## src/rtl/aod_pkg.sv

```systemverilog
// Constants, encodings and carrier types for the arithmetic opcode decoder
package aod_pkg;
    // Opcode match masks and values
    localparam logic [7:0] PFX_MASK = 8'he7;
    localparam logic [7:0] PFX_VAL = 8'h26;
    localparam logic [7:0] RM_MASK = 8'hfc;
    localparam logic [7:0] W_MASK = 8'hfe;
    localparam logic [7:0] ADC_RM = 8'h10;
    localparam logic [7:0] ADC_ACC = 8'h14;
    localparam logic [7:0] SBB_RM = 8'h18;
    localparam logic [7:0] SBB_ACC = 8'h1c;
    localparam logic [7:0] GRP_IMM = 8'h80;
    localparam logic [7:0] GRP_UNARY = 8'hf6;
    localparam logic [7:0] OPC_AAA = 8'h37;
    localparam logic [7:0] OPC_DAA = 8'h27;
    localparam logic [7:0] OPC_AAS = 8'h3f;
    localparam logic [7:0] OPC_DAS = 8'h2f;
    // Middle field of the ModRM byte inside the groups
    localparam logic [2:0] REG_ADC = 3'h2;
    localparam logic [2:0] REG_SBB = 3'h3;
    localparam logic [2:0] REG_NEG = 3'h3;
    localparam logic [2:0] REG_MUL = 3'h4;
    // Mode field and the direct-address case
    localparam logic [1:0] MOD_NODISP = 2'h0;
    localparam logic [1:0] MOD_D8 = 2'h1;
    localparam logic [1:0] MOD_D16 = 2'h2;
    localparam logic [1:0] MOD_REG = 2'h3;
    localparam logic [2:0] RM_DIRECT = 3'h6;
    // Execution clock counts
    localparam logic [2:0] PFX_CLOCKS = 3'h2;
    localparam logic [2:0] PFX_CAP = 3'h4;
    localparam logic [6:0] C_WORD_MEM = 7'h04;
    localparam logic [6:0] C_RM_REG = 7'h03;
    localparam logic [6:0] C_RM_MEM = 7'h0a;
    localparam logic [6:0] C_IMM_REG = 7'h04;
    localparam logic [6:0] C_IMM_MEM = 7'h10;
    localparam logic [6:0] C_ACC_B = 7'h03;
    localparam logic [6:0] C_ACC_W = 7'h04;
    localparam logic [6:0] C_NEG_REG = 7'h03;
    localparam logic [6:0] C_NEG_MEM = 7'h0a;
    localparam logic [6:0] C_AAA = 7'h08;
    localparam logic [6:0] C_DAA = 7'h07;
    localparam logic [6:0] C_AAS = 7'h07;
    localparam logic [6:0] C_DAS = 7'h04;
    localparam logic [6:0] C_MUL_RB_MIN = 7'h1a;
    localparam logic [6:0] C_MUL_RB_MAX = 7'h1c;
    localparam logic [6:0] C_MUL_RW_MIN = 7'h23;
    localparam logic [6:0] C_MUL_RW_MAX = 7'h25;
    localparam logic [6:0] C_MUL_MB_MIN = 7'h20;
    localparam logic [6:0] C_MUL_MB_MAX = 7'h22;
    localparam logic [6:0] C_MUL_MW_MIN = 7'h29;
    localparam logic [6:0] C_MUL_MW_MAX = 7'h2b;

    typedef enum logic [3:0] {
        op_none, add_with_carry, sub_with_borrow_op, sign_change_op, ascii_fix_after_add,
        decimal_fix_after_add, ascii_fix_after_sub, decimal_fix_after_sub, unsigned_multiply_op
    } aod_kind_t;
    typedef enum logic [2:0] {form_none, form_rm, form_imm, form_acc, form_unary} aod_form_t;
    typedef enum logic [1:0] {extra_segment, code_segment, stack_segment, data_segment} aod_seg_t;
    typedef enum logic [2:0] {
        st_opc = 3'h0, st_modrm = 3'h1, st_disp_lo = 3'h3, st_disp_hi = 3'h2, st_imm_lo = 3'h6, st_imm_hi = 3'h7
    } aod_state_t;

    typedef struct packed {
        logic word;
        logic [2:0] idx;
        logic high;
    } aod_reg_t;

    typedef struct packed {
        aod_kind_t kind;
        aod_form_t form;
        logic word;
        logic dir_to_reg;
        logic sx;
        logic seg_ovr_valid;
        aod_seg_t seg;
        logic [2:0] pfx_clocks;
        logic [1:0] mode;
        logic [2:0] reg_fld;
        logic [2:0] rm_fld;
        logic is_mem;
        aod_reg_t reg_sel;
        aod_reg_t rm_sel;
        logic [15:0] disp;
        logic [15:0] imm;
        logic [6:0] clk_min;
        logic [6:0] clk_max;
    } aod_op_t;

    typedef struct packed {
        aod_state_t st;
        aod_op_t w;
        aod_op_t o;
        logic op_valid;
        logic unsup;
        logic [1:0] disp_n;
        logic [1:0] imm_n;
    } aod_core_t;
endpackage

```

## src/rtl/aod_field_map.sv

```systemverilog
// ModRM field mapping: register selects, memory flag and displacement length
`timescale 1ns/1ps
module aod_field_map (
    // ModRM byte and width bit
    input wire logic [7:0] modrm_i,
    input wire logic word_i,
    // Decoded fields
    output aod_pkg::aod_reg_t reg_sel_o,
    output aod_pkg::aod_reg_t rm_sel_o,
    output logic is_mem_o,
    output logic [1:0] disp_n_o
);
    logic [2:0] fld [2];
    aod_pkg::aod_reg_t sel [2];

    assign fld[0] = modrm_i[5:3];
    assign fld[1] = modrm_i[2:0];

    // Byte selects fold onto the low word registers, high half picked by the top bit
    for (genvar g = 0; g < 2; g++) begin : g_sel
        assign sel[g].word = word_i;
        assign sel[g].idx = word_i ? fld[g] : {1'b0, fld[g][1:0]};
        assign sel[g].high = ~word_i & fld[g][2];
    end

    assign reg_sel_o = sel[0];
    assign rm_sel_o = sel[1];
    assign is_mem_o = (modrm_i[7:6] != aod_pkg::MOD_REG);
    assign disp_n_o = (modrm_i[7:6] == aod_pkg::MOD_D8) ? 2'h1 :
        (modrm_i[7:6] == aod_pkg::MOD_D16) ? 2'h2 :
        (modrm_i[7:6] == aod_pkg::MOD_NODISP && modrm_i[2:0] == aod_pkg::RM_DIRECT) ? 2'h2 : 2'h0;
endmodule // aod_field_map

```

## src/rtl/aod_decoder.sv

```systemverilog
// Arithmetic opcode decoder: prefixes, carry/borrow arithmetic, adjusts and multiply
// Operation
// - Bytes 2e, 36, 3e, 26 are segment override prefixes costing two clocks each, counted up to six clocks in total.
// - Add with carry decodes from 000100dw, 100000sw reg 010, 0001010w.
// - Subtract with borrow decodes from 000110dw, 100000sw reg 011, 0001110w.
// - Sign change decodes from 1111011w reg 011; three clocks register, ten memory.
// - Byte 37 is the ASCII fix after addition.
// - Byte 27 is the decimal fix after addition.
// - Byte 3f is the ASCII fix after subtraction.
// - Byte 2f is the decimal fix after subtraction, four clocks.
// - Unsigned multiply decodes from 1111011w reg 100 with its clock ranges.
// - Word memory accesses add four clocks to the byte count, except multiply, which takes its own word memory range.
// - Register field picks word registers, or low then high bytes when narrow.
// - Mode 01 takes one displacement byte sign-extended to sixteen bits.
`timescale 1ns/1ps
module aod_decoder (
    // Clock and reset
    input wire logic clk_i,
    input wire logic rst_i,
    // Instruction bytes from prefetch
    input wire logic byte_valid_i,
    input wire logic [7:0] byte_i,
    // Decoded operation
    output logic op_valid_o,
    output aod_pkg::aod_op_t op_o,
    output logic unsup_o
);
    aod_pkg::aod_core_t q;
    aod_pkg::aod_core_t d;
    aod_pkg::aod_reg_t fm_reg;
    aod_pkg::aod_reg_t fm_rm;
    logic fm_mem;
    logic [1:0] fm_dn;
    logic emit;
    logic drop;
    logic [1:0] pfx_seg_in;

    aod_field_map u_field_map (
        .modrm_i(byte_i),
        .word_i(q.w.word),
        .reg_sel_o(fm_reg),
        .rm_sel_o(fm_rm),
        .is_mem_o(fm_mem),
        .disp_n_o(fm_dn)
    );

    assign pfx_seg_in = byte_i[4:3];

    function automatic aod_pkg::aod_state_t after_disp(input logic [1:0] imm_n);
        after_disp = (imm_n != 2'h0) ? aod_pkg::st_imm_lo : aod_pkg::st_opc;
    endfunction

    // Clock cost is worked out once at emission so every form shares one table
    function automatic logic [13:0] cost(input aod_pkg::aod_op_t o);
        logic [6:0] mn;
        logic [6:0] mx;
        logic [6:0] extra;
        mn = 7'h00;
        mx = 7'h00;
        extra = (o.is_mem && o.word) ? aod_pkg::C_WORD_MEM : 7'h00;
        unique case (o.kind)
            aod_pkg::add_with_carry, aod_pkg::sub_with_borrow_op: begin
                if (o.form == aod_pkg::form_acc) begin
                    mn = o.word ? aod_pkg::C_ACC_W : aod_pkg::C_ACC_B;
                end else if (o.form == aod_pkg::form_imm) begin
                    mn = o.is_mem ? aod_pkg::C_IMM_MEM + extra : aod_pkg::C_IMM_REG;
                end else begin
                    mn = o.is_mem ? aod_pkg::C_RM_MEM + extra : aod_pkg::C_RM_REG;
                end
            end
            aod_pkg::sign_change_op: mn = o.is_mem ? aod_pkg::C_NEG_MEM + extra : aod_pkg::C_NEG_REG;
            aod_pkg::ascii_fix_after_add: mn = aod_pkg::C_AAA;
            aod_pkg::decimal_fix_after_add: mn = aod_pkg::C_DAA;
            aod_pkg::ascii_fix_after_sub: mn = aod_pkg::C_AAS;
            aod_pkg::decimal_fix_after_sub: mn = aod_pkg::C_DAS;
            aod_pkg::unsigned_multiply_op: mn = 7'h00;
            default: mn = 7'h00;
        endcase
        mx = mn;
        // Multiply figures already include the word memory penalty
        if (o.kind == aod_pkg::unsigned_multiply_op) begin
            unique case ({o.is_mem, o.word})
                2'h0: begin mn = aod_pkg::C_MUL_RB_MIN; mx = aod_pkg::C_MUL_RB_MAX; end
                2'h1: begin mn = aod_pkg::C_MUL_RW_MIN; mx = aod_pkg::C_MUL_RW_MAX; end
                2'h2: begin mn = aod_pkg::C_MUL_MB_MIN; mx = aod_pkg::C_MUL_MB_MAX; end
                2'h3: begin mn = aod_pkg::C_MUL_MW_MIN; mx = aod_pkg::C_MUL_MW_MAX; end
            endcase
        end
        cost = {mn, mx};
    endfunction

    always_comb begin
        d = q;
        d.op_valid = 1'b0;
        d.unsup = 1'b0;
        emit = 1'b0;
        drop = 1'b0;
        if (byte_valid_i) begin
            unique case (q.st)
                aod_pkg::st_opc: begin
                    d.w = '0;
                    d.w.seg_ovr_valid = q.w.seg_ovr_valid;
                    d.w.seg = q.w.seg;
                    d.w.pfx_clocks = q.w.pfx_clocks;
                    d.w.word = byte_i[0];
                    d.w.dir_to_reg = byte_i[1];
                    d.w.sx = byte_i[1];
                    if ((byte_i & aod_pkg::PFX_MASK) == aod_pkg::PFX_VAL) begin
                        d.w.seg_ovr_valid = 1'b1;
                        d.w.seg = aod_pkg::aod_seg_t'(byte_i[4:3]);
                        if (q.w.pfx_clocks <= aod_pkg::PFX_CAP) begin
                            d.w.pfx_clocks = q.w.pfx_clocks + aod_pkg::PFX_CLOCKS;
                        end
                    end else if ((byte_i & aod_pkg::RM_MASK) == aod_pkg::ADC_RM) begin
                        d.w.kind = aod_pkg::add_with_carry;
                        d.w.form = aod_pkg::form_rm;
                        d.st = aod_pkg::st_modrm;
                    end else if ((byte_i & aod_pkg::RM_MASK) == aod_pkg::SBB_RM) begin
                        d.w.kind = aod_pkg::sub_with_borrow_op;
                        d.w.form = aod_pkg::form_rm;
                        d.st = aod_pkg::st_modrm;
                    end else if ((byte_i & aod_pkg::RM_MASK) == aod_pkg::GRP_IMM) begin
                        d.w.form = aod_pkg::form_imm;
                        d.st = aod_pkg::st_modrm;
                    end else if ((byte_i & aod_pkg::W_MASK) == aod_pkg::GRP_UNARY) begin
                        d.w.form = aod_pkg::form_unary;
                        d.st = aod_pkg::st_modrm;
                    end else if ((byte_i & aod_pkg::W_MASK) == aod_pkg::ADC_ACC ||
                                 (byte_i & aod_pkg::W_MASK) == aod_pkg::SBB_ACC) begin
                        d.w.kind = ((byte_i & aod_pkg::W_MASK) == aod_pkg::ADC_ACC) ?
                            aod_pkg::add_with_carry : aod_pkg::sub_with_borrow_op;
                        d.w.form = aod_pkg::form_acc;
                        d.imm_n = byte_i[0] ? 2'h2 : 2'h1;
                        d.st = aod_pkg::st_imm_lo;
                    end else if (byte_i == aod_pkg::OPC_AAA) begin
                        d.w.kind = aod_pkg::ascii_fix_after_add;
                        emit = 1'b1;
                    end else if (byte_i == aod_pkg::OPC_DAA) begin
                        d.w.kind = aod_pkg::decimal_fix_after_add;
                        emit = 1'b1;
                    end else if (byte_i == aod_pkg::OPC_AAS) begin
                        d.w.kind = aod_pkg::ascii_fix_after_sub;
                        emit = 1'b1;
                    end else if (byte_i == aod_pkg::OPC_DAS) begin
                        d.w.kind = aod_pkg::decimal_fix_after_sub;
                        emit = 1'b1;
                    end else begin
                        drop = 1'b1;
                    end
                end
                aod_pkg::st_modrm: begin
                    d.w.mode = byte_i[7:6];
                    d.w.reg_fld = byte_i[5:3];
                    d.w.rm_fld = byte_i[2:0];
                    d.w.reg_sel = fm_reg;
                    d.w.rm_sel = fm_rm;
                    d.w.is_mem = fm_mem;
                    d.disp_n = fm_dn;
                    d.imm_n = 2'h0;
                    if (q.w.form == aod_pkg::form_imm) begin
                        d.w.dir_to_reg = 1'b0;
                        d.imm_n = (q.w.word && !q.w.sx) ? 2'h2 : 2'h1;
                        if (byte_i[5:3] == aod_pkg::REG_ADC) begin
                            d.w.kind = aod_pkg::add_with_carry;
                        end else if (byte_i[5:3] == aod_pkg::REG_SBB) begin
                            d.w.kind = aod_pkg::sub_with_borrow_op;
                        end else begin
                            drop = 1'b1;
                        end
                    end else if (q.w.form == aod_pkg::form_unary) begin
                        d.w.dir_to_reg = 1'b0;
                        if (byte_i[5:3] == aod_pkg::REG_NEG) begin
                            d.w.kind = aod_pkg::sign_change_op;
                        end else if (byte_i[5:3] == aod_pkg::REG_MUL) begin
                            d.w.kind = aod_pkg::unsigned_multiply_op;
                        end else begin
                            drop = 1'b1;
                        end
                    end
                    d.st = (fm_dn != 2'h0) ? aod_pkg::st_disp_lo : after_disp(d.imm_n);
                    emit = (d.st == aod_pkg::st_opc);
                end
                aod_pkg::st_disp_lo: begin
                    d.w.disp = (q.w.mode == aod_pkg::MOD_D8) ? {{8{byte_i[7]}}, byte_i} : {8'h00, byte_i};
                    d.st = (q.disp_n == 2'h2) ? aod_pkg::st_disp_hi : after_disp(q.imm_n);
                    emit = (d.st == aod_pkg::st_opc);
                end
                aod_pkg::st_disp_hi: begin
                    d.w.disp[15:8] = byte_i;
                    d.st = after_disp(q.imm_n);
                    emit = (d.st == aod_pkg::st_opc);
                end
                aod_pkg::st_imm_lo: begin
                    d.w.imm = (q.w.form == aod_pkg::form_imm && q.w.sx && q.w.word) ?
                        {{8{byte_i[7]}}, byte_i} : {8'h00, byte_i};
                    d.st = (q.imm_n == 2'h2) ? aod_pkg::st_imm_hi : aod_pkg::st_opc;
                    emit = (d.st == aod_pkg::st_opc);
                end
                aod_pkg::st_imm_hi: begin
                    d.w.imm[15:8] = byte_i;
                    d.st = aod_pkg::st_opc;
                    emit = 1'b1;
                end
            endcase
        end
        // An unknown opcode also discards any pending override
        if (drop) begin
            d.unsup = 1'b1;
            d.st = aod_pkg::st_opc;
            d.w = '0;
        end else if (emit) begin
            d.o = d.w;
            {d.o.clk_min, d.o.clk_max} = cost(d.w);
            d.op_valid = 1'b1;
            d.w.seg_ovr_valid = 1'b0;
            d.w.pfx_clocks = 3'h0;
        end
    end

    always_ff @(posedge clk_i) begin
        if (rst_i) begin
            q <= '0;
        end else begin
            q <= d;
        end
    end

    assign op_valid_o = q.op_valid;
    assign op_o = q.o;
    assign unsup_o = q.unsup;
endmodule // aod_decoder

```

## config.mk

```make
export PLATFORM = sky130hd
export DESIGN_NAME = aod_decoder
export DESIGN_NICKNAME = d
export VERILOG_FILES = /design/src/rtl/aod_pkg.sv /design/src/rtl/aod_field_map.sv /design/src/rtl/aod_decoder.sv
export SDC_FILE = /design/constraint.sdc
export NUM_CORES = 1
export LEC_CHECK = 0
export BUFFER_PORTS_ARGS = -buffer_cell sky130_fd_sc_hd__buf_4
export CAP_MARGIN = 20
export CORE_ASPECT_RATIO = 0.5
export CORE_UTILIZATION = 52
export CTS_CLUSTER_SIZE = 30
export DETAILED_ROUTE_END_ITERATION = 8
export PLACE_DENSITY_LB_ADDON = 0.25
export SETUP_SLACK_MARGIN = 0.02
export SKIP_CTS_REPAIR_TIMING = 1
export SYNTH_ARGS = -nofsm -noshare
export SYNTH_HDL_FRONTEND = slang
export SYNTH_SLANG_ARGS = --single-unit
```

## constraint.sdc

```tcl
create_clock -name clk_i -period 2.4 [get_ports clk_i]
set_input_delay 0.24 -clock clk_i [delete_from_list [all_inputs] [get_ports clk_i]]
set_output_delay 0.24 -clock clk_i [all_outputs]
set_load 0.03 [all_outputs]
```

==> results of run 1 <==
worst max-delay path: cells and delay by family, from the launching register on:
kind,cells,cell delay (ps)
flip-flops,1,360
AO/OA/AOI/OAI,1,70
buffers and inverters,1,70
AND/OR/NAND/NOR,5,1510
adder cells (fa/ha/maj),1,200
routing by layer:
metal  up-vias  routed length, um
li1       2994                  -
met1      2855               9056
met2       207               8190
met3        31               1064
met4         0                231
met5         -                  0
power by group through the flow:
stage               Clock, mW  Combinational [mW]  Sequential [mW]
finish                   2.74               0.649             2.55
global route             2.88               0.695             2.55
CTS                      2.78               0.621             2.54
detailed placement          0               0.614             2.60
global placement            0               0.610             2.60
floorplan                   0               0.408             2.59
synthesized netlist by cell type, types with 6 or more instances:
cell type / n
o21ai_0: 18
and2_1: 12
nand3_1: 6
or3_1: 6
clkbuf_1: 54
and3_1: 26
dfxtp_1: 149
nor3b_1: 14
a22oi_1: 11
a21oi_1: 69
mux2i_1: 7
nor2_1: 142
a211oi_1: 54
nand2_1: 74
buf_4: 81
inv_1: 7
nor2b_1: 8
nor3_1: 13
flip-flops by register name, indices dropped and copies added, names as in the netlist:
signal	flops
op_o	74
op_valid_o	1
q	73
unsup_o	1
final timing paths:
check	start	endpoint	slack, ps
worst max-delay path	q[169]$_SDFFE_PP0P_	op_o[9]$_SDFFE_PP0P_	70
worst min register to register	op_o[25]$_SDFFE_PP0P_	op_o[25]$_SDFFE_PP0P_	450
worst min-delay path	rst_i	op_o[2]$_SDFFE_PP0P_	120
worst max register to register	q[169]$_SDFFE_PP0P_	op_o[9]$_SDFFE_PP0P_	70
cell families after synthesis:
family | Yosys count | share of synthesized area [%]
XOR/XNOR | 1 | 0.1263
adder cells (fa/ha/maj) | 7 | 1.209
AND/OR/NAND/NOR | 339 | 23.53
other | 1 | 0.05408
buffers and inverters | 153 | 12.97
multiplexers | 7 | 1.011
AO/OA/AOI/OAI | 191 | 18.08
flip-flops | 149 | 43.02
area by class of cell:
class | instances | area (um^2)
well taps | 170 | 212.7
inverters | 7 | 26.28
repair buffers | 191 | 1506
fillers | 1065 | 4283
clock inverters | 15 | 180.2
flip-flops and latches | 149 | 2989
multi-input cells | 548 | 3222
clock buffers | 17 | 425.4
stage by stage:
stage	instances	hold slack, ps	setup TNS (ps)
floorplan	850	427.1	-388.8
global placement	1064	442.3	-2628
detailed placement	1064	447.8	-3162
CTS	1096	110.5	-722.7
global route	1097	136.6	-4.809
finish	1097	122.7	0
==> flow_results.xml, run 1 <==
<?xml version="1.0" encoding="UTF-8"?>
<metrics>
  <group name="power_and_ir_drop">
    <metric name="net-switching-power" unit="mW">1.594</metric>
    <metric name="p_clk_share" unit="%">46.2</metric>
    <metric name="combPwrFrac" unit="%">10.9</metric>
    <metric name="power.static_leakage" unit="nW">3.427</metric>
    <metric name="powerDensity" unit="nW/um^2">693.4</metric>
    <metric name="internal_power" unit="mW">4.343</metric>
    <metric name="sw_frac_of_total" unit="%">26.84</metric>
    <metric name="power.sequential.fraction" unit="%">42.9</metric>
    <metric name="max-vdd-ir-drop" unit="mV">0.3520</metric>
    <metric name="power.total" unit="mW">5.937</metric>
  </group>
  <group name="die">
    <metric name="placement_rows" unit="">29</metric>
    <metric name="placeableCoreArea" unit="um^2">12840</metric>
    <metric name="fp.dieW" unit="um">165.3</metric>
    <metric name="die_height" unit="um">83.66</metric>
    <metric name="initial_core_util" unit="%">53.98</metric>
    <metric name="design.die.area" unit="um^2">13830</metric>
    <metric name="io_pins" unit="">94</metric>
  </group>
  <group name="synthesis">
    <metric name="yosys_register_bits" unit="">149</metric>
    <metric name="post_synth_instance_area" unit="um^2">6934</metric>
    <metric name="netlist.area_leader.share" unit="%">43.02</metric>
    <metric name="synth_seq_area_share" unit="%">43.02</metric>
    <metric name="synth-async-reset-ratio" unit="%">0</metric>
    <metric name="yosysUniqueCellTypes" unit="">68</metric>
    <metric name="syn_inst" unit="">848</metric>
    <metric name="syn_area_per_cell" unit="um^2">8.177</metric>
    <metric name="synth.area.top_cells" unit="">dfxtp_1 (43%), buf_4 (8.8%), nor2_1 (7.7%), a211oi_1 (5.8%), a21oi_1 (5.0%)</metric>
    <metric name="synth-edff-count" unit="">0</metric>
    <metric name="yosysTopAreaCell" unit="">dfxtp_1</metric>
    <metric name="commonest_register_cell_after_synthesis" unit="">dfxtp_1</metric>
    <metric name="synth-warning-count" unit="">0</metric>
  </group>
  <group name="place">
    <metric name="place_congestion" unit="">0.9642</metric>
    <metric name="place_worst_setup_slack" unit="ps">-261.5</metric>
    <metric name="placement.io_buffers" unit="">90</metric>
    <metric name="detailed_place.area" unit="um^2">7771</metric>
    <metric name="detailedPlacementHpwl" unit="um">13080</metric>
  </group>
  <group name="route">
    <metric name="wire_per_inst" unit="um">16.90</metric>
    <metric name="detailedRoute.firstIterationViolations" unit="">515</metric>
    <metric name="firstDrtPassIters" unit="">7</metric>
    <metric name="postRouteAntennaNets" unit="">0</metric>
    <metric name="drt_drc_violations_left" unit="">14</metric>
    <metric name="total_number_of_vias" unit="">6087</metric>
    <metric name="wirelength" unit="um">18540</metric>
    <metric name="detail_routed_via_count_per_cell" unit="">5.549</metric>
  </group>
  <group name="timing">
    <metric name="final_min_period_over_clock_period" unit="%">97.02</metric>
    <metric name="worst_slew_pin_slew" unit="ps">635.0</metric>
    <metric name="timing_max_transition_violations_final" unit="">0</metric>
    <metric name="worst_clock_skew" unit="ps">7.339</metric>
    <metric name="setup_viol" unit="">0</metric>
    <metric name="rsz0062_at_grt" unit="">yes</metric>
    <metric name="maxSlewHeadroom" unit="%">57.51</metric>
    <metric name="fin_crit" unit="ps">2328</metric>
    <metric name="max_clock_freq" unit="GHz">0.4295</metric>
    <metric name="final_hold_viol_count" unit="">0</metric>
    <metric name="final_critical_path_setup_slack" unit="ps">71.59</metric>
  </group>
  <group name="worst_hold_path">
    <metric name="worst_hold_path_type" unit="">input port to register</metric>
    <metric name="min_delay_path_depth" unit="">2</metric>
  </group>
  <group name="clock_network">
    <metric name="clk_transition_reported_paths" unit="ps">60</metric>
    <metric name="clock_tree_from_tritoncts" unit="">done</metric>
    <metric name="cts-root-buf" unit="">clkbuf_16</metric>
    <metric name="cts.sinks" unit="">149</metric>
    <metric name="htree_levels" unit="">4</metric>
    <metric name="clock_path_buffers" unit="">2</metric>
    <metric name="insertion_delay" unit="ps">430</metric>
    <metric name="cts_inserted_buffers" unit="">17</metric>
  </group>
  <group name="worst_setup_path">
    <metric name="critical_path.endpoint_type" unit="">register</metric>
    <metric name="sequence_of_cells_on_the_critical_path" unit="">or4b_4, nand2_2, and2_4, inv_1, ha_1, or4_4, nand4_1, a21oi_1</metric>
    <metric name="cp_slowest_cell" unit="">or4b_4</metric>
    <metric name="startpoint_type" unit="">register</metric>
    <metric name="slowest_delay" unit="ps">620</metric>
    <metric name="worstRegToRegCells" unit="">8</metric>
    <metric name="required_time_worst_endpoint" unit="ps">2710</metric>
    <metric name="worst-setup-path-type" unit="">register to register</metric>
    <metric name="worst-endpoint-arrival" unit="ps">2640</metric>
    <metric name="path_max_fanout" unit="">8</metric>
  </group>
  <group name="global_routing">
    <metric name="grt_util_met2" unit="%">41.31</metric>
    <metric name="grt_resource_usage_total" unit="%">27.08</metric>
    <metric name="globalRoute.busiestLayer" unit="">met2</metric>
    <metric name="antenna_found_initial" unit="">0</metric>
    <metric name="grt.met1_usage" unit="%">39.33</metric>
    <metric name="grt_pass1_vias" unit="">5519</metric>
    <metric name="grt_pass1_wl" unit="um">28900</metric>
    <metric name="met3_usage" unit="%">4.322</metric>
    <metric name="grt_max_degree" unit="">50</metric>
    <metric name="grt_overflow" unit="">0</metric>
  </group>
  <group name="cells_and_area">
    <metric name="fin_nets" unit="">930</metric>
    <metric name="design_area" unit="um^2">8562</metric>
    <metric name="layout.cells.most_common" unit="">buf_4</metric>
    <metric name="antenna_cells" unit="">0</metric>
    <metric name="postLayoutCoreUtil" unit="%">66.66</metric>
    <metric name="layout.cells.most_common_list" unit="">buf_4 (181), dfxtp_1 (146), nor2_1 (140), nand2_1 (73), a21oi_1 (67)</metric>
    <metric name="post_route_cells_drive_above_1_share" unit="%">28.48</metric>
    <metric name="syn2layout_area_growth" unit="%">23.48</metric>
  </group>
  <group name="outcome">
    <metric name="outcome" unit="">complete, but fails checks</metric>
    <metric name="failed_checks" unit="">DRC</metric>
  </group>
  <group name="run">
    <metric name="cap_viol_max_count" unit="">0</metric>
  </group>
</metrics>
Power figures use the tool's default switching activity.
==> run 2: changes to the inputs <==
- CORE_MARGIN: not set -> 8
- clock period: 2.4 -> 2.1 ns (I/O delays scaled with it)
==> run 2 against run 1 <==
Compared with the run above: cell count grew 4.7%; the run ends with setup timing left; core utilization rose by 7.4 points; wire length is 21% higher; final area grew 11%; hold slack worse by 30 ps; sequential power up 14%.
==> flow_results.xml, run 2 (synthesis gave the netlist of run 1 again) <==
<?xml version="1.0" encoding="UTF-8"?>
<metrics>
  <group name="route">
    <metric name="firstDrtPassIters" unit="">5</metric>
    <metric name="detail_routed_via_count_per_cell" unit="">5.708</metric>
    <metric name="detailedRoute.firstIterationViolations" unit="">564</metric>
    <metric name="total_number_of_vias" unit="">6558</metric>
    <metric name="postRouteAntennaNets" unit="">0</metric>
    <metric name="wire_per_inst" unit="um">19.56</metric>
    <metric name="wirelength" unit="um">22470</metric>
    <metric name="drt_drc_violations_left" unit="">0</metric>
  </group>
  <group name="worst_setup_path">
    <metric name="required_time_worst_endpoint" unit="ps">2440</metric>
    <metric name="path_max_fanout" unit="">7</metric>
    <metric name="critical_path.endpoint_type" unit="">register</metric>
    <metric name="worst-endpoint-arrival" unit="ps">2650</metric>
    <metric name="startpoint_type" unit="">register</metric>
    <metric name="worst-setup-path-type" unit="">register to register</metric>
  </group>
  <group name="die">
    <metric name="design.die.area" unit="um^2">17510</metric>
    <metric name="fp.dieW" unit="um">179.3</metric>
    <metric name="placeableCoreArea" unit="um^2">12840</metric>
    <metric name="die_height" unit="um">97.66</metric>
    <metric name="io_pins" unit="">94</metric>
    <metric name="placement_rows" unit="">29</metric>
    <metric name="initial_core_util" unit="%">53.98</metric>
  </group>
  <group name="timing">
    <metric name="timing_max_transition_violations_final" unit="">0</metric>
    <metric name="final_hold_viol_count" unit="">0</metric>
    <metric name="setup_viol" unit="">64</metric>
    <metric name="worst_hold_slack" unit="ps">93.05</metric>
    <metric name="fin_crit" unit="ps">2310</metric>
    <metric name="setup-tns-final" unit="ps">-5953</metric>
    <metric name="final_critical_path_setup_slack" unit="ps">-209.6</metric>
    <metric name="max_clock_freq" unit="GHz">0.4330</metric>
    <metric name="final_min_period_over_clock_period" unit="%">110.0</metric>
    <metric name="worst_clock_skew" unit="ps">12.00</metric>
    <metric name="rsz0062_at_grt" unit="">yes</metric>
  </group>
  <group name="power_and_ir_drop">
    <metric name="power.static_leakage" unit="nW">3.790</metric>
    <metric name="power.total" unit="mW">6.709</metric>
    <metric name="powerDensity" unit="nW/um^2">705.2</metric>
    <metric name="max-vdd-ir-drop" unit="mV">0.4803</metric>
  </group>
  <group name="place">
    <metric name="place_congestion" unit="">0.9131</metric>
    <metric name="placement.io_buffers" unit="">90</metric>
    <metric name="place_worst_setup_slack" unit="ps">-494.8</metric>
    <metric name="detailedPlacementHpwl" unit="um">14520</metric>
  </group>
  <group name="clock_network">
    <metric name="cts.sinks" unit="">149</metric>
    <metric name="htree_levels" unit="">4</metric>
    <metric name="cts-root-buf" unit="">clkbuf_16</metric>
    <metric name="clock_tree_from_tritoncts" unit="">done</metric>
    <metric name="clock_path_buffers" unit="">2</metric>
    <metric name="clk_transition_reported_paths" unit="ps">60</metric>
    <metric name="insertion_delay" unit="ps">430</metric>
    <metric name="cts_inserted_buffers" unit="">17</metric>
  </group>
  <group name="cells_and_area">
    <metric name="layout.cells.most_common_list" unit="">buf_4 (205), dfxtp_1 (146), nor2_1 (123), nand2_1 (69), a21oi_1 (63)</metric>
    <metric name="final.fill_count" unit="">951</metric>
    <metric name="largest_register_ffs" unit="">74</metric>
    <metric name="multi_input_comb_area" unit="um^2">3630</metric>
    <metric name="post_route_cells_drive_above_1_share" unit="%">40.04</metric>
    <metric name="layout.cells.most_common" unit="">buf_4</metric>
    <metric name="syn2layout_area_growth" unit="%">37.19</metric>
    <metric name="postLayoutCoreUtil" unit="%">74.06</metric>
    <metric name="antenna_cells" unit="">0</metric>
    <metric name="seqCellArea" unit="um^2">2989</metric>
    <metric name="fin_nets" unit="">982</metric>
  </group>
  <group name="run">
    <metric name="cap_viol_max_count" unit="">0</metric>
  </group>
  <group name="global_routing">
    <metric name="grt_resource_usage_total" unit="%">22.67</metric>
    <metric name="grt_max_degree" unit="">82</metric>
    <metric name="grt_overflow" unit="">0</metric>
    <metric name="antenna_found_initial" unit="">0</metric>
    <metric name="grt_pass1_vias" unit="">5894</metric>
    <metric name="grt_pass1_wl" unit="um">31640</metric>
  </group>
  <group name="outcome">
    <metric name="failed_checks" unit="">setup timing</metric>
    <metric name="outcome" unit="">complete, but fails checks</metric>
  </group>
  <group name="worst_hold_path">
    <metric name="worst_hold_path_type" unit="">input port to register</metric>
  </group>
</metrics>
-- run 2: cell count changes in the layout (fill, tap and decap cells not counted), moves of 5 or more --
cell	change
nor2_4	+5
clkbuf_16	+5
nor2_1	-17
a211oi_2	+36
buf_4	+24
a211oi_1	-36
nor2_2	+12
buf_6	+16
-- run 2: final timing paths --
| check | from | to | slack (ps) | cells after the start |
|---|---|---|---|---|
| setup / recovery | q[170]$_SDFFE_PP0P_ | op_o[11]$_SDFFE_PP0P_ | -210 | 9 |
| hold / removal | rst_i | q[113]$_SDFF_PP0_ | 90 | 2 |
| setup reg to reg | q[170]$_SDFFE_PP0P_ | op_o[11]$_SDFFE_PP0P_ | -210 | 9 |
| hold reg to reg | op_o[39]$_SDFFE_PP0P_ | op_o[39]$_SDFFE_PP0P_ | 450 | 2 |
-- run 2: stage by stage --
step	area (um^2)	instances
floorplan	7383	850
global placement	8139	1086
detailed placement	8139	1086
CTS	8682	1118
global route	9513	1149
finish	9513	1149
-- run 2: report_power, final --
group,switching [mW],leakage (nW),internal [mW]
clock,1.33,0.260,1.54
combinational,0.548,2.33,0.385
sequential,0.0297,1.20,2.88
-- run 2: cell type report --
class	count	share of cell area, %
Tap cell	170	2.236
Sequential cell	149	31.42
Inverter	7	0.2762
Multi-Input combinational cell	548	38.16
Clock buffer	18	4.511
Timing Repair Buffer	243	22.20
Clock inverter	14	1.197
-- run 2: routing by layer --
layer | up-vias | wire length (um) | global-route usage (%)
met4 | 0 | 322 | 5.725
met2 | 251 | 9803 | 33.95
met1 | 3181 | 10820 | 31.83
met3 | 32 | 1522 | 5.586
met5 | - | 0 | 0
li1 | 3094 | - | -
-- run 2: critical path, stage by stage, from the launching register on --
cell       delay, ps
dfxtp_4          350
or4b_4           610
buf_6            170
buf_4            140
nand2_2           90
a2bb2oi_2        210
nand2_2          110
nor2_4           140
nand4_1          130
a211oi_2         250
